[src/pkg/dds_osc_consts.svh]
// constants for the phase accumulator oscillator
`ifndef DDS_OSC_CONSTS_SVH
`define DDS_OSC_CONSTS_SVH
`define DDSO_ACC_W 20
`define DDSO_ACC_RST 20'h00000
`define DDSO_OUT_RST 1'b0
`define DDSO_PULSE_W 4
`define DDSO_PULSE_CYC_DEF 4'h1
`define DDSO_CLK_HZ 40000000
`define DDSO_ACC_MAX 21'h0fffff
`define DDSO_ACC_MOD 21'h100000
`define DDSO_FAST_INC 20'h10000
`define DDSO_GAP_MAX 5'h10
`endif

[src/pkg/ddso_pkg.sv]
// types for the phase accumulator oscillator
package ddso_pkg;
  typedef enum logic [0:0] {
    DDSO_MODE_SQUARE = 1'b0,
    DDSO_MODE_PULSE = 1'b1
  } ddso_mode_t;
endpackage

[src/core/ddso_core.sv]
// phase accumulator oscillator with square and pulse output modes
`timescale 1ns/100ps
`include "dds_osc_consts.svh"
// Behaviour
// - phase accumulator is a twenty-bit register whose overflow sets output period
// - every enabled clock adds the programmed increment to the accumulator
// - each accumulator carry toggles the output in square mode and sets it high in pulse mode
// - two selectable output modes: fixed duty square wave and pulse mode
// - carry rate equals clock times increment over 1048576; square output runs at half that rate
// - one increment step changes carry rate by clock over 1048576
// - square mode delivers square wave at increment-set frequency
module ddso_core (
  input wire logic mclk,
  input wire logic sys_rst,
  input wire logic enable,
  input wire ddso_pkg::ddso_mode_t mode,
  input wire logic [`DDSO_ACC_W-1:0] increment,
  input wire logic [`DDSO_PULSE_W-1:0] pulse_cycles,
  output logic synthesized_output_frequency,
  output logic carry_pulse
);
  import ddso_pkg::*;

  // ==========================================================
  // accumulator
  logic [`DDSO_ACC_W-1:0] acc;
  logic [`DDSO_ACC_W-1:0] next_acc;
  logic carry;
  logic next_carry_pulse;

  // add increment each enabled clock, wrap keeps remainder
  always_comb begin
    {carry, next_acc} = {1'b0, acc} + {1'b0, increment};
    if (!enable) begin
      next_acc = acc;
      carry = 1'b0;
    end
    next_carry_pulse = carry;
  end

  // ==========================================================
  // output shaping
  logic [`DDSO_PULSE_W-1:0] pcnt;
  logic [`DDSO_PULSE_W-1:0] next_pcnt;
  logic next_out;

  // toggle in square mode, stretched pulse in pulse mode
  always_comb begin
    next_out = synthesized_output_frequency;
    next_pcnt = pcnt;
    if (!enable) begin
      next_out = `DDSO_OUT_RST;
      next_pcnt = '0;
    end else if (mode == DDSO_MODE_SQUARE) begin
      next_pcnt = '0;
      if (carry)
        next_out = ~synthesized_output_frequency;
    end else if (carry) begin
      next_out = 1'b1;
      next_pcnt = (pulse_cycles == '0) ? `DDSO_PULSE_CYC_DEF : pulse_cycles;
    end else if (pcnt > 1) begin
      next_pcnt = pcnt - 1'b1;
    end else begin
      next_pcnt = '0;
      next_out = 1'b0;
    end
  end

  // ==========================================================
  // state registers
  // accumulator group: phase value and registered carry
  always_ff @(posedge mclk) begin
    if (sys_rst) begin
      acc <= `DDSO_ACC_RST;
      carry_pulse <= 1'b0;
    end else begin
      acc <= next_acc;
      carry_pulse <= next_carry_pulse;
    end
  end

  // output group: pulse counter and output pin
  always_ff @(posedge mclk) begin
    if (sys_rst) begin
      pcnt <= '0;
      synthesized_output_frequency <= `DDSO_OUT_RST;
    end else begin
      pcnt <= next_pcnt;
      synthesized_output_frequency <= next_out;
    end
  end

  // ==========================================================
  // checker helpers
  // cycles without carry while each add is at least 1/16 of the modulus
  logic [4:0] gap_cnt;
  logic [4:0] next_gap_cnt;

  // restart on carry, disable or slow increment; saturate at the top
  always_comb begin
    next_gap_cnt = gap_cnt;
    if (!enable || carry_pulse || (increment < `DDSO_FAST_INC)) begin
      next_gap_cnt = '0;
    end else if (gap_cnt != 5'h1f) begin
      next_gap_cnt = gap_cnt + 5'h01;
    end
  end

  // register the gap counter
  always_ff @(posedge mclk) begin
    if (sys_rst) begin
      gap_cnt <= '0;
    end else begin
      gap_cnt <= next_gap_cnt;
    end
  end
endmodule // ddso_core

[config.mk]
export PLATFORM = sky130hd
export DESIGN_NAME = ddso_core
export DESIGN_NICKNAME = d
export VERILOG_FILES = /design/src/pkg/ddso_pkg.sv /design/src/core/ddso_core.sv
export VERILOG_INCLUDE_DIRS = /design/src /design/src/pkg
export SDC_FILE = /design/constraint.sdc
export NUM_CORES = 1
export LEC_CHECK = 0
export ABC_AREA = 1
export ABC_CLOCK_PERIOD_IN_PS = 2300
export BUFFER_PORTS_ARGS = -buffer_cell sky130_fd_sc_hd__buf_2
export CAP_MARGIN = 15
export CORE_MARGIN = 2
export CORE_UTILIZATION = 61
export CTS_BUF_LIST = sky130_fd_sc_hd__clkbuf_8
export CTS_CLUSTER_DIAMETER = 50
export DETAILED_ROUTE_END_ITERATION = 10
export PLACE_DENSITY = 0.8
export SLEW_MARGIN = 30
export SYNTH_ARGS = -nofsm -noshare
export SYNTH_HDL_FRONTEND = slang
export SYNTH_SLANG_ARGS = --single-unit
export TNS_END_PERCENT = 1
[constraint.sdc]
create_clock -name mclk -period 2.3 [get_ports mclk]
set_clock_uncertainty 0.05 [all_clocks]
set_input_delay 0.345 -clock mclk [delete_from_list [all_inputs] [get_ports mclk]]
set_output_delay 0.345 -clock mclk [all_outputs]
set_load 0.02 [all_outputs]
==> results of run 1 <==
-- state kept, by name, indices dropped and copies added (netlist names) --
signal                        flops
synthesized_output_frequency      1
acc                              20
pcnt                              4
carry_pulse                       1
-- how the worst min path moves through the flow --
stage                     slack (ps)                    to  cells past startpoint                  from
after floorplan                  400   acc[6]$_SDFFE_PP0P_                      2   acc[6]$_SDFFE_PP0P_
after global placement           420   acc[9]$_SDFFE_PP0P_                      2   acc[9]$_SDFFE_PP0P_
after detailed placement         420  acc[10]$_SDFFE_PP0P_                      2  acc[10]$_SDFFE_PP0P_
after CTS                        290    pcnt[2]$_SDFF_PP0_                      3       pulse_cycles[2]
after global routing             290    pcnt[1]$_SDFF_PP0_                      3       pulse_cycles[1]
final                            300    pcnt[2]$_SDFF_PP0_                      3       pulse_cycles[2]
-- metal layers --
| metal | GRT usage [%] | vias up |
|---|---|---|
| met5 | 0 | - |
| met2 | 45.22 | 60 |
| met4 | 7.143 | 0 |
| li1 | - | 1343 |
| met1 | 34.08 | 1082 |
| met3 | 3.000 | 8 |
-- stage by stage --
step	utilization, %	area, um2
global route	69.03	2721
floorplan	-	2461
detailed placement	67.22	2650
global placement	67.22	2650
finish	69.03	2721
CTS	69.03	2721
-- worst min-delay path: cells and delay by family --
family	cells	cell delay (ps)
AOI/OAI and AO/OA	1	60
buffers and inverters	1	100
and+or+nand+nor	1	70
-- logic make-up (layout without fill, tap and decap cells) --
logic type	after synthesis	count (layout)	share of synthesized area, %
xor+xnor	8	8	2.847
compound gates	34	34	7.372
fa+ha+maj	23	23	12.00
simple gates	246	246	43.82
flops	26	26	21.15
buf+inv	83	111	12.81
-- cell usage in the layout, fill, tap and decap left out, types with 2 or more instances in the layout --
cell	instances
inv_1	76
xor2_1	5
ha_1	22
nor2_2	2
nor3_1	2
nand2_2	2
clkbuf_8	3
a21oi_1	20
o21ai_0	10
nand4_1	3
nand2_1	129
nor2_1	53
buf_2	29
and2_1	3
nand3_1	38
xnor2_1	3
and2_4	2
or2_1	4
dfxtp_1	26
-- where the power goes --
group | internal (W) | switching [W] | total [W]
clock network | 0.000233 | 0.000158 | 0.000391
logic | 0.000228 | 0.000394 | 0.000622
registers | 0.000493 | 0.0000238 | 0.000517
total | 0.000954 | 0.000576 | 0.00153
-- cell type report --
cell class	count	share of cell area, %
Inverter	77	10.62
Timing Repair Buffer	30	5.609
Tap cell	50	2.299
Sequential cell	26	19.13
Multi-Input combinational cell	311	59.72
Clock buffer	3	1.517
Clock inverter	1	1.103
==> impl_results.md, run 1 <==
* Outcome: completed
* Worst Setup EP: acc[10]$_SDFFE_PP0P_
* Worst hold slack at 301.4 ps
* Reg-to-reg endpoint: acc[10]$_SDFFE_PP0P_
* R2r setup slk at 330 ps
* Via density at around 5
* Worst path slowest cell: fa_1
* Bufs and invs on worst path at 0
* Worst setup SP type: flip-flop
* Post-Syn Nets at 471
* GRT Resource Usage Total at around a quarter
* Tmin final at 1973 ps
* Area delta synth->final at 10.57%
* Initial antenna violation count at 0
* Largest net degree at the start of global routing at 35
* Final WL at 5699 um
* Yosys warning count at 0
* Vias in the first global route at 2,111
* Top-count cell post-synth: nand2_1
* Antenna violation net count after detailed routing at 0
* Critical path capture point type: flip-flop
* Cts bufs inserted at 3
* Pwr per Cell Area at 562.0 mW/mm2
* DIE AREA at 0.004559 mm2
* CP most frequent cell: nand2_1
* Slew HR at 71.97%
* Area of the multi-input gates at 0.001625 mm2
* Die Ht at 67.52 um
* Kind of critical path: flip-flop to flip-flop
* Syn Std Cell Area at 0.002461 mm2
* Max incr delay on CP at 440 ps
* Total power at 0.001529 W
* TNS Setup at 0 ps
* Highest metal used: met4
* Clk_lat worst skew at approximately 270 ps
* FP Rows at 23
* Port Buf Inserts at 29
* Fin crit share at a little under nine tenths
* CP top delay family: adder cells
* Htree depth at 1
* Leading area contributor after synthesis: dfxtp_1
* Worst VDD drop at roughly 0.00030 V
* Register area share after synthesis at 21.15%
* Synthesized flop and latch total at 26
* Fill cell count at 376
* Reg clk slew, reported paths at roughly 100 ps
* Most used DFF post-synth: dfxtp_1
* Drt pass-1 iters at 4
* # diodes at 0
* Fin. Hold Viols at 0
* Detail Placement HPWL at 4479 um
* Initial Util at between 60% and 70%
* Proportion of layout cells with a drive suffix above 1 at 10.71%
* # setup viols final at 0
* Worst path arrival time at 2150 ps
* Die W at 67.52 um
* Worst r2r src: acc[0]$_SDFFE_PP0P_
* Tightest Pin Transition at 418.9 ps
* Max-cap viol count at 0
* Final Non-Filler Cells at 498
* Post-synth ARST share at 0%
* Global route overflow at 0
* Leak pwr at 1.647 nW
* Root Driver: clkbuf_8
* Most common library cells after synthesis: 129 x nand2_1, 76 x inv_1, 53 x nor2_1
* Worst Setup SP: acc[0]$_SDFFE_PP0P_
* Synthesized instance count at 420
* Met1 WL at 2717 um
* Cts hold-fix bufs at 0
* Average size of a mapped cell at between 5 and 6 um2
* Worst min path class: input pin to flip-flop
* Post-CTS sizing at 0
* RSZ-0062 raised after global routing: false
* Final GP Congestion at roughly 0.94
* Post-CTS Setup Bufs at 0
* Global-route wire length before repair at 9163 um
* Max-slew violations at 0
* CP Max Fanout at 3
* Number of clock sinks at 26
* Ports at 30
* Synth unique cells at 34
* Pre-CTS setup slack at between 150 and 200 ps
* Met3 wire length at 296 um
* Routed vias at ~2,500
* EDFF count, synth at 0
* Drt wl/cell at 11.44 um
* Reg area at 520.5 um2
* Worst setup margin at ~330 ps
* Wire length on met2 at around 2600 um
* Drt drc at 0
* Largest cells by area after synthesis: dfxtp_1 21%, nand2_1 20%, inv_1 12%, ha_1 11%, nor2_1 8.1%
* Cells after DPL at around 490
* Core box area at 0.003943 mm2
* Yosys top cell area share at a little over a fifth
* Clock buffer depth at 2
* Max Fclk at 506.7 MHz
* CTS tree: done
* Crit-path cells: ha_1 > fa_1 > nand2_1 > nand3_1 > nand3_1 > nand2_1 > a21oi_1 > xnor2_1 > nand2_1 > nand2_1
* Fin nets at 500
* CP required at 2470 ps
* WP depth at 10
* Reg2reg path depth at 10
* Iteration-0 DRC Markers at 151
(Power assumes the default switching activity.)
==> inputs of run 2 (changes only) <==
--- a/config.mk
+++ b/config.mk
@@ -6,16 +6,15 @@
 export SDC_FILE = /design/constraint.sdc
 export NUM_CORES = 1
 export LEC_CHECK = 0
-export ABC_AREA = 1
 export ABC_CLOCK_PERIOD_IN_PS = 2300
 export BUFFER_PORTS_ARGS = -buffer_cell sky130_fd_sc_hd__buf_2
 export CAP_MARGIN = 15
 export CORE_MARGIN = 2
-export CORE_UTILIZATION = 61
+export CORE_UTILIZATION = 59
 export CTS_BUF_LIST = sky130_fd_sc_hd__clkbuf_8
 export CTS_CLUSTER_DIAMETER = 50
 export DETAILED_ROUTE_END_ITERATION = 10
-export PLACE_DENSITY = 0.8
+export PLACE_DENSITY = 0.79
 export SLEW_MARGIN = 30
 export SYNTH_ARGS = -nofsm -noshare
 export SYNTH_HDL_FRONTEND = slang
==> run 2 against run 1 <==
Against the previous run:
- largest power group unchanged
- maximum frequency is 12% lower
- area after synthesis shrank 18%
- routed wire length shrank 20%
==> impl_results.md, run 2 <==
* Tightest Pin Transition at 524.2 ps (+105.3 ps)
* Via density at 5.810 (+16%)
* Worst VDD drop at 0.0004350 V (+44%)
* RSZ-0062 raised after global routing: true
* Max incr delay on CP at 350 ps (-90 ps)
* Ports at 30 (unchanged)
* WP depth at 8 (-2)
* Logic pwr share at 45.0% (+4.4 points)
* Max reg flops at 20 (unchanged)
* FP Rows at 21 (-8.7%)
* Global-route wire length before repair at 7969 um (-13%)
* Largest Register: acc
* Largest cells by area after synthesis: dfxtp_1 26%, ha_1 14%, a21oi_1 5.7%, nand2_1 5.0%, nor2_1 3.9%
* Most frequent cells in the layout: 29 x buf_2, 27 x nand2_1, 25 x dfxtp_1, 22 x a21oi_1
* Root Driver: clkbuf_8
* Average size of a mapped cell at 8.031 um2 (+37%)
* Initial antenna violation count at 0 (unchanged)
* Synthesized instance count at 251 (-40%)
* Commonest non-fill, non-tap cell in the layout: buf_2
* Worst hold slack at 257.2 ps (-44.17 ps)
* R2r setup slk at 60 ps (-260 ps)
* CTS tree: done
* Clock buffer depth at 2 (unchanged)
* Worst setup SP type: flip-flop
* Pwr per Cell Area at 708.0 mW/mm2 (+26%)
* DIE AREA at 0.003900 mm2 (-14%)
* Total net switching power at 0.0006040 W (+4.9%)
* Tmin final at 2238 ps (+264.3 ps)
* Routed vias at 1,952 (-22%)
* Syn Std Cell Area at 0.002016 mm2 (-18%)
* Drt wl/cell at 13.65 um (+19%)
* Port Buf Inserts at 29 (unchanged)
* Outcome: completed
* Area delta synth->final at 19.55%
* Die W at 62.45 um (-7.5%)
* Leak pwr at 1.064 nW (-35%)
* Crit-path cells: ha_4 > fa_2 > a21o_1 > a31o_1 > and2b_2 > o211ai_1 > a2111oi_1 > a311o_1
* Kind of critical path: flip-flop to flip-flop
* Most used DFF post-synth: dfxtp_1
* Htree depth at 1 (unchanged)
* Max Fclk at 446.9 MHz (-12%)
* Fin crit share at 97.30% (+11 points)
* CP required at 2420 ps (-50 ps)
* Max-cap viol count at 0 (unchanged)
* Proportion of layout cells with a drive suffix above 1 at 21.72% (+11 points)
* CP top delay family: compound AO/OA/AOI/OAI gates
* Max-slew violations at 0 (unchanged)
* Post-synth ARST share at 0% (unchanged)
* Antenna violation net count after detailed routing at 0 (unchanged)
* Core box area at 0.003311 mm2 (-16%)
* # setup viols final at 0 (unchanged)
* Drt pass-1 iters at 4 (unchanged)
* Global route overflow at 0 (unchanged)
* Top Registers: acc: 20 flops, pcnt: 4 flops
* Register area share after synthesis at 25.82% (+4.7 points)
* Drt drc at 0 (unchanged)
* Seq pwr share at 32.0% (-1.8 points)
* Fin util at 72.79% (+3.8 points)
* Vias in the first global route at 1,866 (-12%)
* Int Pwr at 0.001102 W (+16%)
* Yosys warning count at 0 (unchanged)
* Worst min path class: input pin to flip-flop
* Synth unique cells at 49 (+44%)
* Most common library cells after synthesis: 27 x nand2_1, 26 x dfxtp_1, 23 x a21oi_1
* Leading area contributor after synthesis: dfxtp_1
* Worst Setup SP: acc[0]$_SDFFE_PP0P_
* Cts bufs inserted at 3 (unchanged)
* Critical path capture point type: flip-flop
* Bufs and invs on worst path at 0 (unchanged)
* Switching portion of total power at 35.40% (-2.2 points)
* Fill cell count at 280 (-26%)
* Detail Placement HPWL at 3476 um (-22%)
* Worst setup margin at 62.21 ps (-264.3 ps)
* Worst path slowest cell: dfxtp_2
* Worst path arrival time at 2360 ps (+210 ps)
* Synthesized flop and latch total at 26 (unchanged)
* Reg clk slew, reported paths at 100 ps (about the same)
* Final WL at 4585 um (-20%)
* EDFF count, synth at 0 (unchanged)
* Die Ht at 62.45 um (-7.5%)
* TNS Setup at 0 ps (unchanged)
* Top-count cell post-synth: nand2_1
* Post-Syn Nets at 302 (-36%)
* Largest net degree at the start of global routing at 27 (-23%)
* Worst Setup EP: acc[10]$_SDFFE_PP0P_
* Pre-CTS setup slack at -144.2 ps (-338.7 ps)
* Initial Util at 60.88% (-1.5 points)
* Number of clock sinks at 26 (unchanged)
* Cts hold-fix bufs at 0 (unchanged)
* # diodes at 0 (unchanged)
* Total power at 0.001706 W (+12%)
* Yosys top cell area share at 25.82% (+4.7 points)
* Clock power frac at 23.0% (-2.6 points)
* Final GP Congestion at 0.9082 (-3.9%)
* Worst r2r src: acc[0]$_SDFFE_PP0P_
* Reg2reg path depth at 8 (-2)
* Slew HR at 65.05% (-6.9 points)
* Reg-to-reg endpoint: acc[10]$_SDFFE_PP0P_
* CP Max Fanout at 3 (unchanged)
* GRT Resource Usage Total at 25.00% (-1.1 points)
* Fin. Hold Viols at 0 (unchanged)
* Fin nets at 342 (-32%)
* Clk_lat worst skew at 280 ps (about the same)
* Iteration-0 DRC Markers at 137 (-9.3%)
run 2: cell families after synthesis:
logic type / Yosys count / share of synthesized area [%]
flops: 26 / 25.82
buf+inv: 23 / 4.345
compound gates: 78 / 26.82
mux: 7 / 3.538
simple gates: 80 / 18.75
fa+ha+maj: 23 / 14.65
xor+xnor: 14 / 6.083
run 2: worst reg2reg max path, stage by stage (launching register included):
cell and delay (ps):
dfxtp_2 350, ha_4 160, fa_2 350, a21o_1 190, a31o_1 210, and2b_2 230, o211ai_1 210, a2111oi_1 110
a311o_1 280
run 2: final cells by class:
type / instances / area (um2) / area share [%]
Multi-Input combinational cell: 202 / 1434 / 59.50
Sequential cell: 26 / 521.8 / 21.65
Timing Repair Buffer: 48 / 287.8 / 11.94
Tap cell: 46 / 57.56 / 2.388
Clock buffer: 3 / 41.29 / 1.713
Inverter: 10 / 37.54 / 1.558
Clock inverter: 1 / 30.03 / 1.246
run 2: worst min path at each step:
stage / from / to / slack, ps / cells after the start
2_1_floorplan: acc[16]$_SDFFE_PP0P_ / acc[16]$_SDFFE_PP0P_ / 380 / 2
3_3_place_gp: acc[16]$_SDFFE_PP0P_ / acc[16]$_SDFFE_PP0P_ / 390 / 2
3_5_place_dp: acc[16]$_SDFFE_PP0P_ / acc[16]$_SDFFE_PP0P_ / 390 / 2
4_1_cts: pulse_cycles[1] / pcnt[1]$_SDFF_PP0_ / 260 / 3
5_1_grt: pulse_cycles[1] / pcnt[1]$_SDFF_PP0_ / 270 / 3
6_report: pulse_cycles[1] / pcnt[1]$_SDFF_PP0_ / 260 / 3
run 2: timing repair:
item                       CTS  global route
setup buffers                1             0
setup endpoints to repair    1             4
resized for setup            3             4
pin swaps                    3             1
cloned                       0             0
run 2: power by group through the flow:
stage	sequential, W	combinational (W)	clock, W
floorplan	0.000550	0.000543	0
CTS	0.000546	0.000757	0.000396
global placement	0.000553	0.000741	0
detailed placement	0.000556	0.000750	0
finish	0.000546	0.000768	0.000392
global route	0.000554	0.000862	0.000416
run 2: per-stage QoR:
stage	cell area, um2	instances
6_report	2410	336
5_1_grt	2410	336
4_1_cts	2390	336
3_5_place_dp	2306	331
3_3_place_gp	2306	331
2_1_floorplan	2018	251
run 2: metal layers:
metal	up-vias	global-route usage, %	wire (um)
li1	1005	-	-
met1	898	31.90	2101
met2	40	43.41	2239
met3	9	3.243	171
met4	0	8.611	72
met5	-	0	0
